## config.mk

```make
export PLATFORM = sky130hd
export DESIGN_NAME = mcs_sequencer
export DESIGN_NICKNAME = d
export VERILOG_FILES = /design/src/verilog/mcs_pkg.sv /design/src/verilog/mcs_sequencer.sv /design/src/verilog/mcs_slot_timer.sv
export VERILOG_INCLUDE_DIRS = /design/src /design/src/verilog
export SDC_FILE = /design/constraint.sdc
export NUM_CORES = 1
export LEC_CHECK = 0
export BUFFER_PORTS_ARGS = -buffer_cell sky130_fd_sc_hd__buf_2
export CORE_UTILIZATION = 50
export CTS_CLUSTER_DIAMETER = 150
export DETAILED_ROUTE_END_ITERATION = 7
export PLACE_DENSITY = 0.8
export SYNTH_ARGS = -nofsm -noshare
export SYNTH_HDL_FRONTEND = slang
export SYNTH_SLANG_ARGS = --single-unit
```

## constraint.sdc

```tcl
create_clock -name MCLK_I -period 5.2 [get_ports MCLK_I]
set_input_delay 0.52 -clock MCLK_I [delete_from_list [all_inputs] [get_ports MCLK_I]]
set_output_delay 0.52 -clock MCLK_I [all_outputs]
set_load 0.03 [all_outputs]
```

## src/verilog/mcs_defs.svh

```systemverilog
`ifndef MCS_DEFS_SVH
`define MCS_DEFS_SVH

// configuration register fields
`define MCS_CFG_RUN_BIT      0
`define MCS_CFG_INT_EN_BIT   1
`define MCS_CFG_INT_CLR_BIT  3
`define MCS_CFG_RESET        8'h00

// fan drive level register
`define MCS_DRIVE_RESET      8'hFF

// sequence shape
`define MCS_NUM_CH           7
`define MCS_NUM_VOLT         6
`define MCS_TEMP_CH          3'h6
`define MCS_LAST_CH          3'h6

// timing
`define MCS_CLK_HZ           25000000
`define MCS_OSC_HZ           22500
`define MCS_SLOT_NS          44400
`define MCS_SLOT_CYC         (`MCS_CLK_HZ / `MCS_OSC_HZ)

`endif

```

## src/verilog/mcs_pkg.sv

```systemverilog
`include "mcs_defs.svh"

package mcs_pkg;
  typedef logic [2:0] mcs_chan_t;
  typedef logic [7:0] mcs_byte_t;
  typedef logic [8:0] mcs_temp_t;
  typedef enum logic [1:0] {
    MCS_IDLE,
    MCS_WAIT_ADC,
    MCS_WAIT_SLOT
  } mcs_state_t;
endpackage

```

## src/verilog/mcs_sequencer.sv

```systemverilog
`include "mcs_defs.svh"

//Contract
//- flag interrupt when a voltage is above high or below low limit.
//- hot alarm sets above hot limit, clears at or below hysteresis.
//- start cycle on config write with run one and clear zero.
//- drive interrupt pin only while interrupt enable bit is one.
//- convert channels in fixed order, core voltage two first, temperature last.
//- store each finished conversion into its channel value register.
//- wrap to first channel and continue until run bit written zero.
//- step the channel counter every 22.5 kHz slot, seven slots per sequence.
//- start fan monitoring together with the analog sequence, then run independently.
//- 8-bit fan drive level register resets to all ones.
//- temperature result is 9-bit; top eight bits used for limits.
module mcs_sequencer
  import mcs_pkg::*;
#(
  parameter int unsigned SLOT_CYC = `MCS_SLOT_CYC
) (
  // clock and reset
  input  wire logic              MCLK_I,
  input  wire logic              NRST_I,
  // configuration register port
  input  wire logic              CFG_WR_I,
  input  wire mcs_pkg::mcs_byte_t CFG_WDATA_I,
  output mcs_pkg::mcs_byte_t     CFG_RDATA_O,
  // fan drive level register port
  input  wire logic              DRIVE_WR_I,
  input  wire mcs_pkg::mcs_byte_t DRIVE_WDATA_I,
  output mcs_pkg::mcs_byte_t     DRIVE_LEVEL_O,
  // converter
  output logic                   ADC_START_O,
  output mcs_pkg::mcs_chan_t     ADC_CHAN_O,
  input  wire logic              ADC_DONE_I,
  input  wire mcs_pkg::mcs_temp_t ADC_DATA_I,
  // limits
  input  wire mcs_pkg::mcs_byte_t VOLT_HIGH_LIMIT_I [`MCS_NUM_VOLT],
  input  wire mcs_pkg::mcs_byte_t VOLT_LOW_LIMIT_I  [`MCS_NUM_VOLT],
  input  wire mcs_pkg::mcs_byte_t HOT_LIMIT_I,
  input  wire mcs_pkg::mcs_byte_t HOT_HYST_LIMIT_I,
  // results and status
  output mcs_pkg::mcs_byte_t     VALUE_O [`MCS_NUM_CH],
  output logic                   TEMP_LSB_O,
  output logic [`MCS_NUM_VOLT-1:0] VOLT_ALARM_O,
  output logic                   HOT_ALARM_O,
  output logic                   FAN_START_O,
  // open-drain interrupt pin, low-active enable
  output logic                   INT_PIN_O,
  output logic                   INT_OE_N_O
);
  import mcs_pkg::*;

  mcs_byte_t  cfg_q;
  mcs_byte_t  drive_q;
  mcs_chan_t  chan_q;
  mcs_chan_t  chan_d;
  mcs_state_t state_q;
  mcs_state_t state_d;
  mcs_byte_t  value_q [`MCS_NUM_CH];
  logic       temp_lsb_q;
  logic [`MCS_NUM_VOLT-1:0] volt_alarm_q;
  logic       hot_q;
  logic       fan_start_q;
  logic       tick;

  wire run     = cfg_q[`MCS_CFG_RUN_BIT];
  wire int_en  = cfg_q[`MCS_CFG_INT_EN_BIT];
  wire int_clr = cfg_q[`MCS_CFG_INT_CLR_BIT];
  wire start_wr = CFG_WR_I && CFG_WDATA_I[`MCS_CFG_RUN_BIT]
                  && !CFG_WDATA_I[`MCS_CFG_INT_CLR_BIT];
  wire stop_wr  = CFG_WR_I && !CFG_WDATA_I[`MCS_CFG_RUN_BIT];
  wire kick     = start_wr && !run;
  wire store    = run && (state_q == MCS_WAIT_ADC) && ADC_DONE_I;
  wire conv_go  = run && (tick || state_q == MCS_IDLE) && !stop_wr;
  wire last_ch  = (chan_q == `MCS_LAST_CH);
  wire is_temp  = (chan_q == `MCS_TEMP_CH);
  wire [7:0] temp_top = ADC_DATA_I[8:1];
  wire hot_over  = $signed(temp_top) > $signed(HOT_LIMIT_I);
  wire hot_under = $signed(temp_top) <= $signed(HOT_HYST_LIMIT_I);

  mcs_slot_timer #(
    .SLOT_CYC (SLOT_CYC)
  ) u_slot (
    .clk_i     (MCLK_I),
    .nrst_i    (NRST_I),
    .restart_i (kick),
    .run_i     (run),
    .tick_o    (tick)
  );

  // channel steps once per slot and wraps after temperature
  assign chan_d = kick ? 3'h0 :
                  (tick && run) ? (last_ch ? 3'h0 : chan_q + 3'h1) :
                  chan_q;

  always_comb begin
    state_d = state_q;
    case (state_q)
      MCS_IDLE:      if (run) state_d = MCS_WAIT_ADC;
      MCS_WAIT_ADC:  if (ADC_DONE_I) state_d = MCS_WAIT_SLOT;
      MCS_WAIT_SLOT: if (tick) state_d = MCS_WAIT_ADC;
      default:       state_d = MCS_IDLE;
    endcase
    if (!run) begin
      state_d = MCS_IDLE;
    end
  end

  // conversion request is combinational; first slot fires right at start
  assign ADC_START_O = conv_go && (state_q != MCS_WAIT_ADC || tick);
  assign ADC_CHAN_O  = (state_q == MCS_IDLE) ? 3'h0 : chan_d;

  always_ff @(posedge MCLK_I) begin
    if (!NRST_I) begin
      cfg_q       <= `MCS_CFG_RESET;
      drive_q     <= `MCS_DRIVE_RESET;
      chan_q      <= 3'h0;
      state_q     <= MCS_IDLE;
      temp_lsb_q  <= 1'b0;
      hot_q       <= 1'b0;
      fan_start_q <= 1'b0;
    end else begin
      if (CFG_WR_I) begin
        cfg_q <= CFG_WDATA_I;
      end
      if (DRIVE_WR_I) begin
        drive_q <= DRIVE_WDATA_I;
      end
      chan_q      <= chan_d;
      state_q     <= state_d;
      fan_start_q <= kick;
      if (store && is_temp) begin
        temp_lsb_q <= ADC_DATA_I[0];
        // hysteresis: holds between the two limits
        if (hot_over) begin
          hot_q <= 1'b1;
        end else if (hot_under) begin
          hot_q <= 1'b0;
        end
      end
    end
  end

  generate
    for (genvar i = 0; i < `MCS_NUM_CH; i++) begin : g_val
      always_ff @(posedge MCLK_I) begin
        if (!NRST_I) begin
          value_q[i] <= 8'h00;
        end else if (store && chan_q == 3'(i)) begin
          value_q[i] <= (i == `MCS_NUM_CH - 1) ? temp_top
                                               : ADC_DATA_I[7:0];
        end
      end
      assign VALUE_O[i] = value_q[i];
    end
    for (genvar v = 0; v < `MCS_NUM_VOLT; v++) begin : g_lim
      wire out_lim = (ADC_DATA_I[7:0] > VOLT_HIGH_LIMIT_I[v])
                  || (ADC_DATA_I[7:0] < VOLT_LOW_LIMIT_I[v]);
      wire set_v   = store && chan_q == 3'(v) && out_lim;
      // sticky until the clear bit is held; a new violation wins
      always_ff @(posedge MCLK_I) begin
        if (!NRST_I) begin
          volt_alarm_q[v] <= 1'b0;
        end else if (set_v) begin
          volt_alarm_q[v] <= 1'b1;
        end else if (int_clr) begin
          volt_alarm_q[v] <= 1'b0;
        end
      end
    end
  endgenerate

  wire irq = (|volt_alarm_q) || hot_q;

  assign CFG_RDATA_O   = cfg_q;
  assign DRIVE_LEVEL_O = drive_q;
  assign TEMP_LSB_O    = temp_lsb_q;
  assign VOLT_ALARM_O  = volt_alarm_q;
  assign HOT_ALARM_O   = hot_q;
  assign FAN_START_O   = fan_start_q;
  assign INT_PIN_O     = 1'b0;
  // the clear bit also masks the pin so software can quiet it while clearing
  assign INT_OE_N_O    = !(irq && int_en && !int_clr);
endmodule

```

## src/verilog/mcs_slot_timer.sv

```systemverilog
`include "mcs_defs.svh"

module mcs_slot_timer #(
  parameter int unsigned SLOT_CYC = `MCS_SLOT_CYC
) (
  input  wire logic clk_i,
  input  wire logic nrst_i,
  input  wire logic restart_i,
  input  wire logic run_i,
  output logic      tick_o
);
  logic [12:0] cnt_q;
  logic [12:0] cnt_d;
  wire         wrap = (cnt_q == 13'(SLOT_CYC - 1));

  // restart preloads all ones: the first request goes out one cycle after
  // the start write, so the first slot would otherwise be one cycle short
  assign cnt_d  = restart_i ? 13'h1FFF :
                  (!run_i || wrap) ? 13'h0000 : cnt_q + 13'h0001;
  assign tick_o = run_i && wrap;

  always_ff @(posedge clk_i) begin
    if (!nrst_i) begin
      cnt_q <= 13'h0000;
    end else begin
      cnt_q <= cnt_d;
    end
  end
endmodule

```

==> results_dict.tcl, run 1 <==
set metrics [dict create \
    drive_gt1_frac 0.291 \
    synth_area_sq_um 6620 \
    yosysSeqAreaShare 0.384 \
    cp-end-kind "output pin" \
    synth_area_per_cell_sq_um 9.54 \
    htree_levels 3 \
    tritoncts "yes" \
    core_area_sq_um 12800 \
    slowest_stage "nor4_1" \
    gr-usage-met1 0.297 \
    wl_per_cell_um 14.9 \
    cts_root_buf "clkbuf_16" \
    power_leakage_nw 4.26 \
    rows 41 \
    ys_types 53 \
    use_met2 0.443 \
    synth_common_cells "ha_1 (109), inv_1 (105), edfxtp_1 (56)" \
    cts.sinks 99 \
    critical_path.startpoint_type "flip-flop" \
    grt_pass1_wl_mm 25.9 \
    yosys.area.top_type "edfxtp_1" \
    powerDensity_nw_per_um2 229 \
    cp_slowest_stage_delay_ns 0.37 \
    cp.arrival_ns 2.07 \
    criticalPathCategory "flip-flop to output pin" \
    fin_skew_ns 0.00872 \
    insertion_delay_ns 0.34 \
    max_freq_mhz 387 \
    grt_pass1_vias 5507 \
    cts_buffer_depth 2 \
    use_met3 0.0469 \
    port_buffers 227 \
    syn_nets 945 \
    crit_buf_inv 1 \
    pre_cts_slack_ns 2.75 \
    gp_congestion 0.859 \
    vias 5703 \
    maxSlewHeadroom 0.309 \
    grt_usage 0.251 \
    hpwlAfterDp_mm 12.7 \
    clk_pin_slew_worst_paths_ns 0.07 \
    synth-edff-count 56 \
    post-route-drc-count 0 \
    yosysMostFrequentCell "ha_1" \
    viasPerCell 5.21 \
    grt_max_degree 25 \
    fin_nets 1168 \
    ys_seq_elements 99 \
    hold_buffers 0 \
    ir_drop_mv 0.185 \
    finalSetupTns_ns 0 \
    grt.busiest_layer "met2" \
    area_growth_pct 23.6 \
    synthCells 694 \
    diodes 0 \
    setup_slack_ns 2.61 \
    post-cts-setup-buffer-count 0 \
    cts_buffers 9 \
    detail-route-antenna-nets 0 \
    critPathTopFamily "simple AND/OR/NAND/NOR gates" \
    start_util 0.518 \
    globalRouteOverflowTotal 0 \
    drt_iter0_drc 354 \
    hold_viol 0 \
    power_mw 1.87 \
    synthArstFlopShare 0 \
    maxCapViolations 0 \
    worstPathMaxFanout 6 \
    synth_area_leaders "edfxtp_1 (25%), ha_1 (21%), dfxtp_1 (13%)" \
    totalWireLength_mm 16.3 \
    placed_cells 1078 \
    synth_top_area_frac 0.254 \
    maxSlewViolCount 0 \
    rsz0062_at_grt "no" \
    synthFlopType "edfxtp_1" \
    dr.pass1.iters 5 \
    antenna_found_initial 0 \
    cts_resized 0 \
    layout_worst_path_cycle_share 0.497 \
    die-area_sq_um 13700 \
    fin_crit_ns 2.59 \
    setup_viol 0 \
    die_y_um 117 \
    yosysWarnings 0 \
    hold_path_class "input port to flip-flop" \
    io_pins 229 \
    tightest_slew_ns 1.03 \
    cp_cell_sequence "nor4_1 -> nand4_1 -> a211oi_1 -> a21oi_1 -> nor2_1 -> buf_2" \
    die_w_um 117 \
    final_cells 1094 \
    status "finished clean" \
    cp.required_ns 4.68 \
]
worst min-delay path, delay by kind of cell:
family / cells / cell delay (ns)
buffers and inverters: 1 / 0.08
muxes: 1 / 0.05
and+or+nand+nor: 1 / 0.05
final timing paths:
check / startpoint / to / slack [ns] / depth (start not counted)
worst max register to register: CFG_RDATA_O[0]$_SDFFE_PN0P_ / value_q[5][1]$_SDFFCE_PN0P_ / 2.91 / 3
worst min register to register: DRIVE_LEVEL_O[4]$_SDFFE_PN1P_ / DRIVE_LEVEL_O[4]$_SDFFE_PN1P_ / 0.47 / 2
worst min-delay path: DRIVE_WDATA_I[6] / DRIVE_LEVEL_O[6]$_SDFFE_PN1P_ / 0.39 / 3
worst max-delay path: u_slot.cnt_q[5]$_SDFF_PN0_ / ADC_CHAN_O[0] / 2.61 / 6
stage by stage:
stage           util  hold WS [ns]  cell area, sq um
4_1_cts        0.640         0.376              8180
6_report       0.640         0.388              8180
2_1_floorplan      -         0.492              6620
5_1_grt        0.640         0.394              8180
3_5_place_dp   0.617         0.457              7890
3_3_place_gp   0.617         0.450              7890
final cells by class:
cell class              count  area, sq um
inverters                 106          398
well taps                 172          215
clock inverters             7         70.1
repair buffers            228         1140
multi-input cells         473         3590
flip-flops and latches     99         2540
fillers                  1046         4590
clock buffers               9          225
layer usage:
layer | up-vias | part of all wire
met5 | - | 0
met4 | 0 | 0.030
met3 | 36 | 0.058
met2 | 197 | 0.49
met1 | 2591 | 0.42
li1 | 2879 | -
report_power, final:
part / leakage [nW] / internal [mW] / switching, mW
logic: 3.19 / 0.144 / 0.215
registers: 0.929 / 0.850 / 0.0144
clock network: 0.143 / 0.338 / 0.311
state kept, by name, summed over array words and instances (netlist names):
| register | cells |
|---|---|
| VOLT_ALARM_O | 6 |
| DRIVE_LEVEL_O | 8 |
| value_q | 56 |
| state_q | 2 |
| HOT_ALARM_O | 1 |
| CFG_RDATA_O | 8 |
| chan_q | 3 |
| u_slot.cnt_q | 13 |
| FAN_START_O | 1 |
| TEMP_LSB_O | 1 |
cell families after synthesis:
group / Yosys count / synth area share
AOI/OAI and AO/OA: 123 / 0.115
xor gates and xnor gates: 11 / 0.0146
adders and majority gates: 109 / 0.206
buffers and inverters: 122 / 0.0739
DFF: 99 / 0.384
muxes: 17 / 0.0257
other: 1 / 0.000567
and+or+nand+nor: 212 / 0.180
placed cells by master (no fill, tap or decap), types with 17 or more instances in the layout:
| cell type | Yosys | final |
|---|---|---|
| nand2_1 | 40 | 40 |
| ha_1 | 109 | 109 |
| and2_1 | 40 | 40 |
| o211ai_1 | 18 | 18 |
| nand4_1 | 19 | 19 |
| edfxtp_1 | 56 | 56 |
| mux2i_1 | 17 | 17 |
| inv_1 | 105 | 105 |
| nor2_1 | 33 | 33 |
| buf_2 | 2 | 227 |
| a21oi_1 | 44 | 44 |
| o21ai_0 | 30 | 30 |
| dfxtp_1 | 43 | 43 |
No activity file was read; power rests on OpenSTA's default activity.
==> inputs of run 2 (changes only) <==
clock period = 2.5 ns   (was 5.2 ns; I/O delays follow)
==> run 2 against run 1 <==
  * Setup slack worse by 2.4 ns
  * Hold slack worse by 0.27 ns
  * Total power up 110%
  * Critical path depth up 1
  * Critical path type unchanged
==> results_dict.tcl, run 2 (synthesized netlist as in run 1, its figures left out) <==
set metrics [dict create \
    status "finished clean" \
    totalWireLength_mm 17.0 \
    cts_root_buf "clkbuf_16" \
    drive_gt1_frac 0.299 \
    hold_buffers 0 \
    final_common_cell "buf_2" \
    critical_path.startpoint_type "flip-flop" \
    power_mw 4.03 \
    largest_reg_flops 56 \
    cp-end-kind "output pin" \
    io_pins 229 \
    die_w_um 117 \
    top_register "value_q" \
    whs_ns 0.117 \
    cp.required_ns 2.25 \
    port_buffers 227 \
    final_cells 1105 \
    rows 41 \
    slowest_stage "dfxtp_1" \
    die_y_um 117 \
    hold_viol 0 \
    pre_cts_slack_ns 0.571 \
    grt_max_degree 24 \
    maxSlewHeadroom 0.573 \
    diodes 0 \
    setup_viol 0 \
    die-area_sq_um 13700 \
    gp_congestion 0.893 \
    stdcell_area_sq_um 8290 \
    place_area_sq_um 7970 \
    fin_crit_ns 2.32 \
    power_leakage_nw 4.33 \
    fin_skew_ns 0.0132 \
    max_freq_mhz 431 \
    grt_pass1_vias 5585 \
    hold_path_class "input port to flip-flop" \
    area_growth_pct 25.3 \
    cts_buffer_depth 2 \
    cts_resized 0 \
    cp_slowest_stage_delay_ns 0.40 \
    rsz0062_at_grt "no" \
    criticalPathCategory "flip-flop to output pin" \
    htree_levels 3 \
    globalRouteOverflowTotal 0 \
    cts_buffers 9 \
    antenna_found_initial 0 \
    cts.sinks 99 \
    setup_slack_ns 0.180 \
    core_area_sq_um 12800 \
    placed_cells 1089 \
    tightest_slew_ns 0.637 \
    worstPathMaxFanout 6 \
    ir_drop_mv 0.355 \
    viasPerCell 5.25 \
    hpwlAfterDp_mm 13.3 \
    fin_nets 1179 \
    detail-route-antenna-nets 0 \
    reg_top3 "value_q: 56 flops, u_slot.cnt_q: 13 flops" \
    powerDensity_nw_per_um2 486 \
    cp_cell_sequence "ha_1 -> and4b_1 -> nand4_1 -> a211oi_1 -> a21oi_1 -> nor2_1 -> buf_2" \
    grt_usage 0.256 \
    finalCoreUtilization 0.649 \
    n_fill_cell 1057 \
    tritoncts "yes" \
    clk_pin_slew_worst_paths_ns 0.08 \
    post-route-drc-count 0 \
    post-cts-setup-buffer-count 0 \
    final_cell_mix "buf_2 (227), ha_1 (109), inv_1 (105)" \
    insertion_delay_ns 0.35 \
    dr.pass1.iters 5 \
    wl_per_cell_um 15.4 \
    maxSlewViolCount 0 \
    cp.arrival_ns 2.07 \
    drt_iter0_drc 399 \
    grt_pass1_wl_mm 26.4 \
    start_util 0.518 \
    vias 5802 \
    maxCapViolations 0 \
    layout_worst_path_cycle_share 0.928 \
    finalSetupTns_ns 0 \
]
-- run 2: final cells by class --
cell class	count	area, sq um	area share
multi-input cells	473	3590	0.433
flip-flops and latches	99	2540	0.307
repair buffers	239	1230	0.148
inverters	106	398	0.0480
clock buffers	9	225	0.0272
well taps	172	215	0.0260
clock inverters	7	97.6	0.0118
-- run 2: routing by layer --
metal,vias to the layer above,share of wire,GRT usage
met4,0,0.032,0.122
met2,227,0.49,0.462
met5,-,0,0
met3,38,0.052,0.0330
met1,2631,0.43,0.301
li1,2906,-,-
-- run 2: critical path: cells and delay by family, from the launching register on --
kind,cells,cell delay [ns]
adder cells (fa/ha/maj),1,0.17
AO/OA/AOI/OAI,2,0.37
AND/OR/NAND/NOR,3,0.56
buffers and inverters,1,0.21
flip-flops,1,0.40
-- run 2: path summary, 6_finish.rpt --
| check | startpoint | to | slack [ns] | cells past startpoint |
|---|---|---|---|---|
| hold / removal | DRIVE_WDATA_I[4] | DRIVE_LEVEL_O[4]$_SDFFE_PN1P_ | 0.12 | 3 |
| setup / recovery | u_slot.cnt_q[1]$_SDFF_PN0_ | ADC_CHAN_O[2] | 0.18 | 7 |
| hold reg to reg | DRIVE_LEVEL_O[7]$_SDFFE_PN1P_ | DRIVE_LEVEL_O[7]$_SDFFE_PN1P_ | 0.47 | 2 |
| setup reg to reg | CFG_RDATA_O[0]$_SDFFE_PN0P_ | VOLT_ALARM_O[3]$_SDFFE_PN0P_ | 0.53 | 5 |
-- run 2: where the power goes --
part / switching, mW / leakage [nW] / total, mW / internal, mW
Sequential: 0.0311 / 0.929 / 1.80 / 1.77
Combinational: 0.455 / 3.24 / 0.768 / 0.313
Clock: 0.656 / 0.156 / 1.46 / 0.804
==> inputs of run 3 (changes only) <==
CORE_ASPECT_RATIO = 0.8   (was not set)
TNS_END_PERCENT = 10   (was not set)
==> run 3 against run 2 <==
  * Clock power shrank 5%
  * Via count shrank 0.90%
  * First-iteration DRC count shrank 21%
  * Wire length grew 3.1%
  * Maximum frequency grew 1.2%
  * Largest cell class unchanged
  * Utilization shrank 0.51 points
  * Hold slack gained 0.0040 ns
  * Sequential share of layout area is essentially flat
  * Non-clock buffer count grew 2
  * Flip-flop and latch count is the same
  * Clock-buffer cell count grew 1
==> results_dict.tcl, run 3 (synthesized netlist as in run 1, its figures left out) <==
set metrics [dict create \
    status "finished clean" \
    die_y_um 105 \
    tritoncts "yes" \
    globalRouteOverflowTotal 0 \
    hold_buffers 0 \
    power_leakage_nw 4.33 \
    met2_length_mm 8.06 \
    cts_resized 0 \
    ff2ff_path_depth 5 \
    hpwlAfterDp_mm 13.9 \
    max_freq_mhz 436 \
    ir_drop_mv 0.282 \
    hold_viol 0 \
    wl_met1_mm 8.05 \
    viasPerCell 5.18 \
    criticalPathCategory "flip-flop to output pin" \
    top_register "value_q" \
    cts_buffer_depth 2 \
    dr.pass1.iters 5 \
    maxSlewHeadroom 0.577 \
    clk_pin_slew_worst_paths_ns 0.07 \
    post-route-drc-count 0 \
    area_growth_pct 25.2 \
    wl_per_cell_um 15.8 \
    grt_max_degree 24 \
    whs_endpoint "DRIVE_LEVEL_O[5]$_SDFFE_PN1P_" \
    cts.sinks 99 \
    port_buffers 227 \
    io_pins 229 \
    cts_buffers 9 \
    final_common_cell "buf_2" \
    grt_pass1_vias 5551 \
    grt_pass1_wl_mm 27.4 \
    maxCapViolations 0 \
    grt_usage 0.265 \
    min-delay-start "DRIVE_WDATA_I[5]" \
    layout_worst_path_cycle_share 0.917 \
    top_layer "met4" \
    gp_congestion 0.862 \
    r2r_start "CFG_RDATA_O[0]$_SDFFE_PN0P_" \
    detail-route-antenna-nets 0 \
    maxSlewViolCount 0 \
    fin_skew_ns 0.00862 \
    post-cts-setup-buffer-count 0 \
    cts_root_buf "clkbuf_16" \
    insertion_delay_ns 0.35 \
    fin_crit_ns 2.29 \
    drt_iter0_drc 314 \
    die-area_sq_um 13700 \
    finalSetupTns_ns 0 \
    totalWireLength_mm 17.5 \
    r2r_end "VOLT_ALARM_O[3]$_SDFFE_PN0P_" \
    final_cell_mix "buf_2 (227), ha_1 (109), inv_1 (105)" \
    setup_viol 0 \
    hold_path_depth 3 \
    powerDensity_nw_per_um2 479 \
    cp.required_ns 2.25 \
    rsz0062_at_grt "no" \
    tightest_slew_ns 0.632 \
    reg2reg_setup_slack_ns 0.56 \
    wl_met3_mm 1.18 \
    diodes 0 \
    final_cells 1110 \
    critical_path.startpoint_type "flip-flop" \
    htree_levels 3 \
    die_w_um 131 \
    core_area_sq_um 12900 \
    fin_nets 1181 \
    cp-end-kind "output pin" \
    cp.arrival_ns 2.04 \
    largest_reg_flops 56 \
    rows 37 \
    drive_gt1_frac 0.301 \
    worstPathMaxFanout 6 \
    reg_top3 "value_q: 56 flops, u_slot.cnt_q: 13 flops" \
    start_util 0.514 \
    antenna_found_initial 0 \
    vias 5750 \
    placed_cells 1093 \
    hold_path_class "input port to flip-flop" \
]
run 3: cell type report:
type,count,area [sq um]
clock inverters,6,51.3
well taps,175,219
fillers,1084,4580
flip-flops and latches,99,2540
inverters,106,398
multi-input cells,473,3590
repair buffers,241,1240
clock buffers,10,250
run 3: how the worst max path moves through the flow:
stage,cells after the start,to,start
finish,7,ADC_CHAN_O[0],u_slot.cnt_q[5]$_SDFF_PN0_
global route,7,ADC_CHAN_O[0],u_slot.cnt_q[5]$_SDFF_PN0_
global placement,6,ADC_CHAN_O[0],u_slot.cnt_q[5]$_SDFF_PN0_
CTS,6,ADC_CHAN_O[0],u_slot.cnt_q[5]$_SDFF_PN0_
floorplan,5,value_q[4][0]$_SDFFCE_PN0P_,CFG_RDATA_O[0]$_SDFFE_PN0P_
detailed placement,6,ADC_CHAN_O[0],u_slot.cnt_q[8]$_SDFF_PN0_
run 3: power by group:
part           switching, mW  leakage (nW)  internal [mW]  total (mW)
logic                  0.464          3.25          0.315       0.779
clock network          0.638         0.151          0.754        1.39
registers             0.0282         0.929           1.77        1.80
run 3: per-layer routing:
layer / global-route usage / vias to the layer above
li1: - / 2901
met1: 0.346 / 2607
met2: 0.434 / 219
met3: 0.0563 / 23
met4: 0.0796 / 0
met5: 0 / -
run 3: worst max-delay path: stages, from the launching register on:
cell and delay [ns]:
dfxtp_1 0.33, nor4_1 0.39, nand4_1 0.15, buf_4 0.18, a211oi_1 0.23, a21oi_1 0.09
nor2_1 0.12, buf_2 0.20
run 3: stage by stage:
stage / hold WS, ns / setup slack, ns / total power [mW] / area (sq um) / utilization
6_report: 0.121 / 0.207 / 3.97 / 8290 / 0.644
4_1_cts: 0.110 / 0.171 / 4.00 / 8280 / 0.643
3_3_place_gp: 0.449 / 0.592 / 2.58 / 7980 / 0.620
2_1_floorplan: 0.379 / 0.503 / 2.28 / 6620 / -
5_1_grt: 0.117 / 0.0448 / 4.16 / 8290 / 0.644
3_5_place_dp: 0.451 / 0.545 / 2.61 / 7980 / 0.620
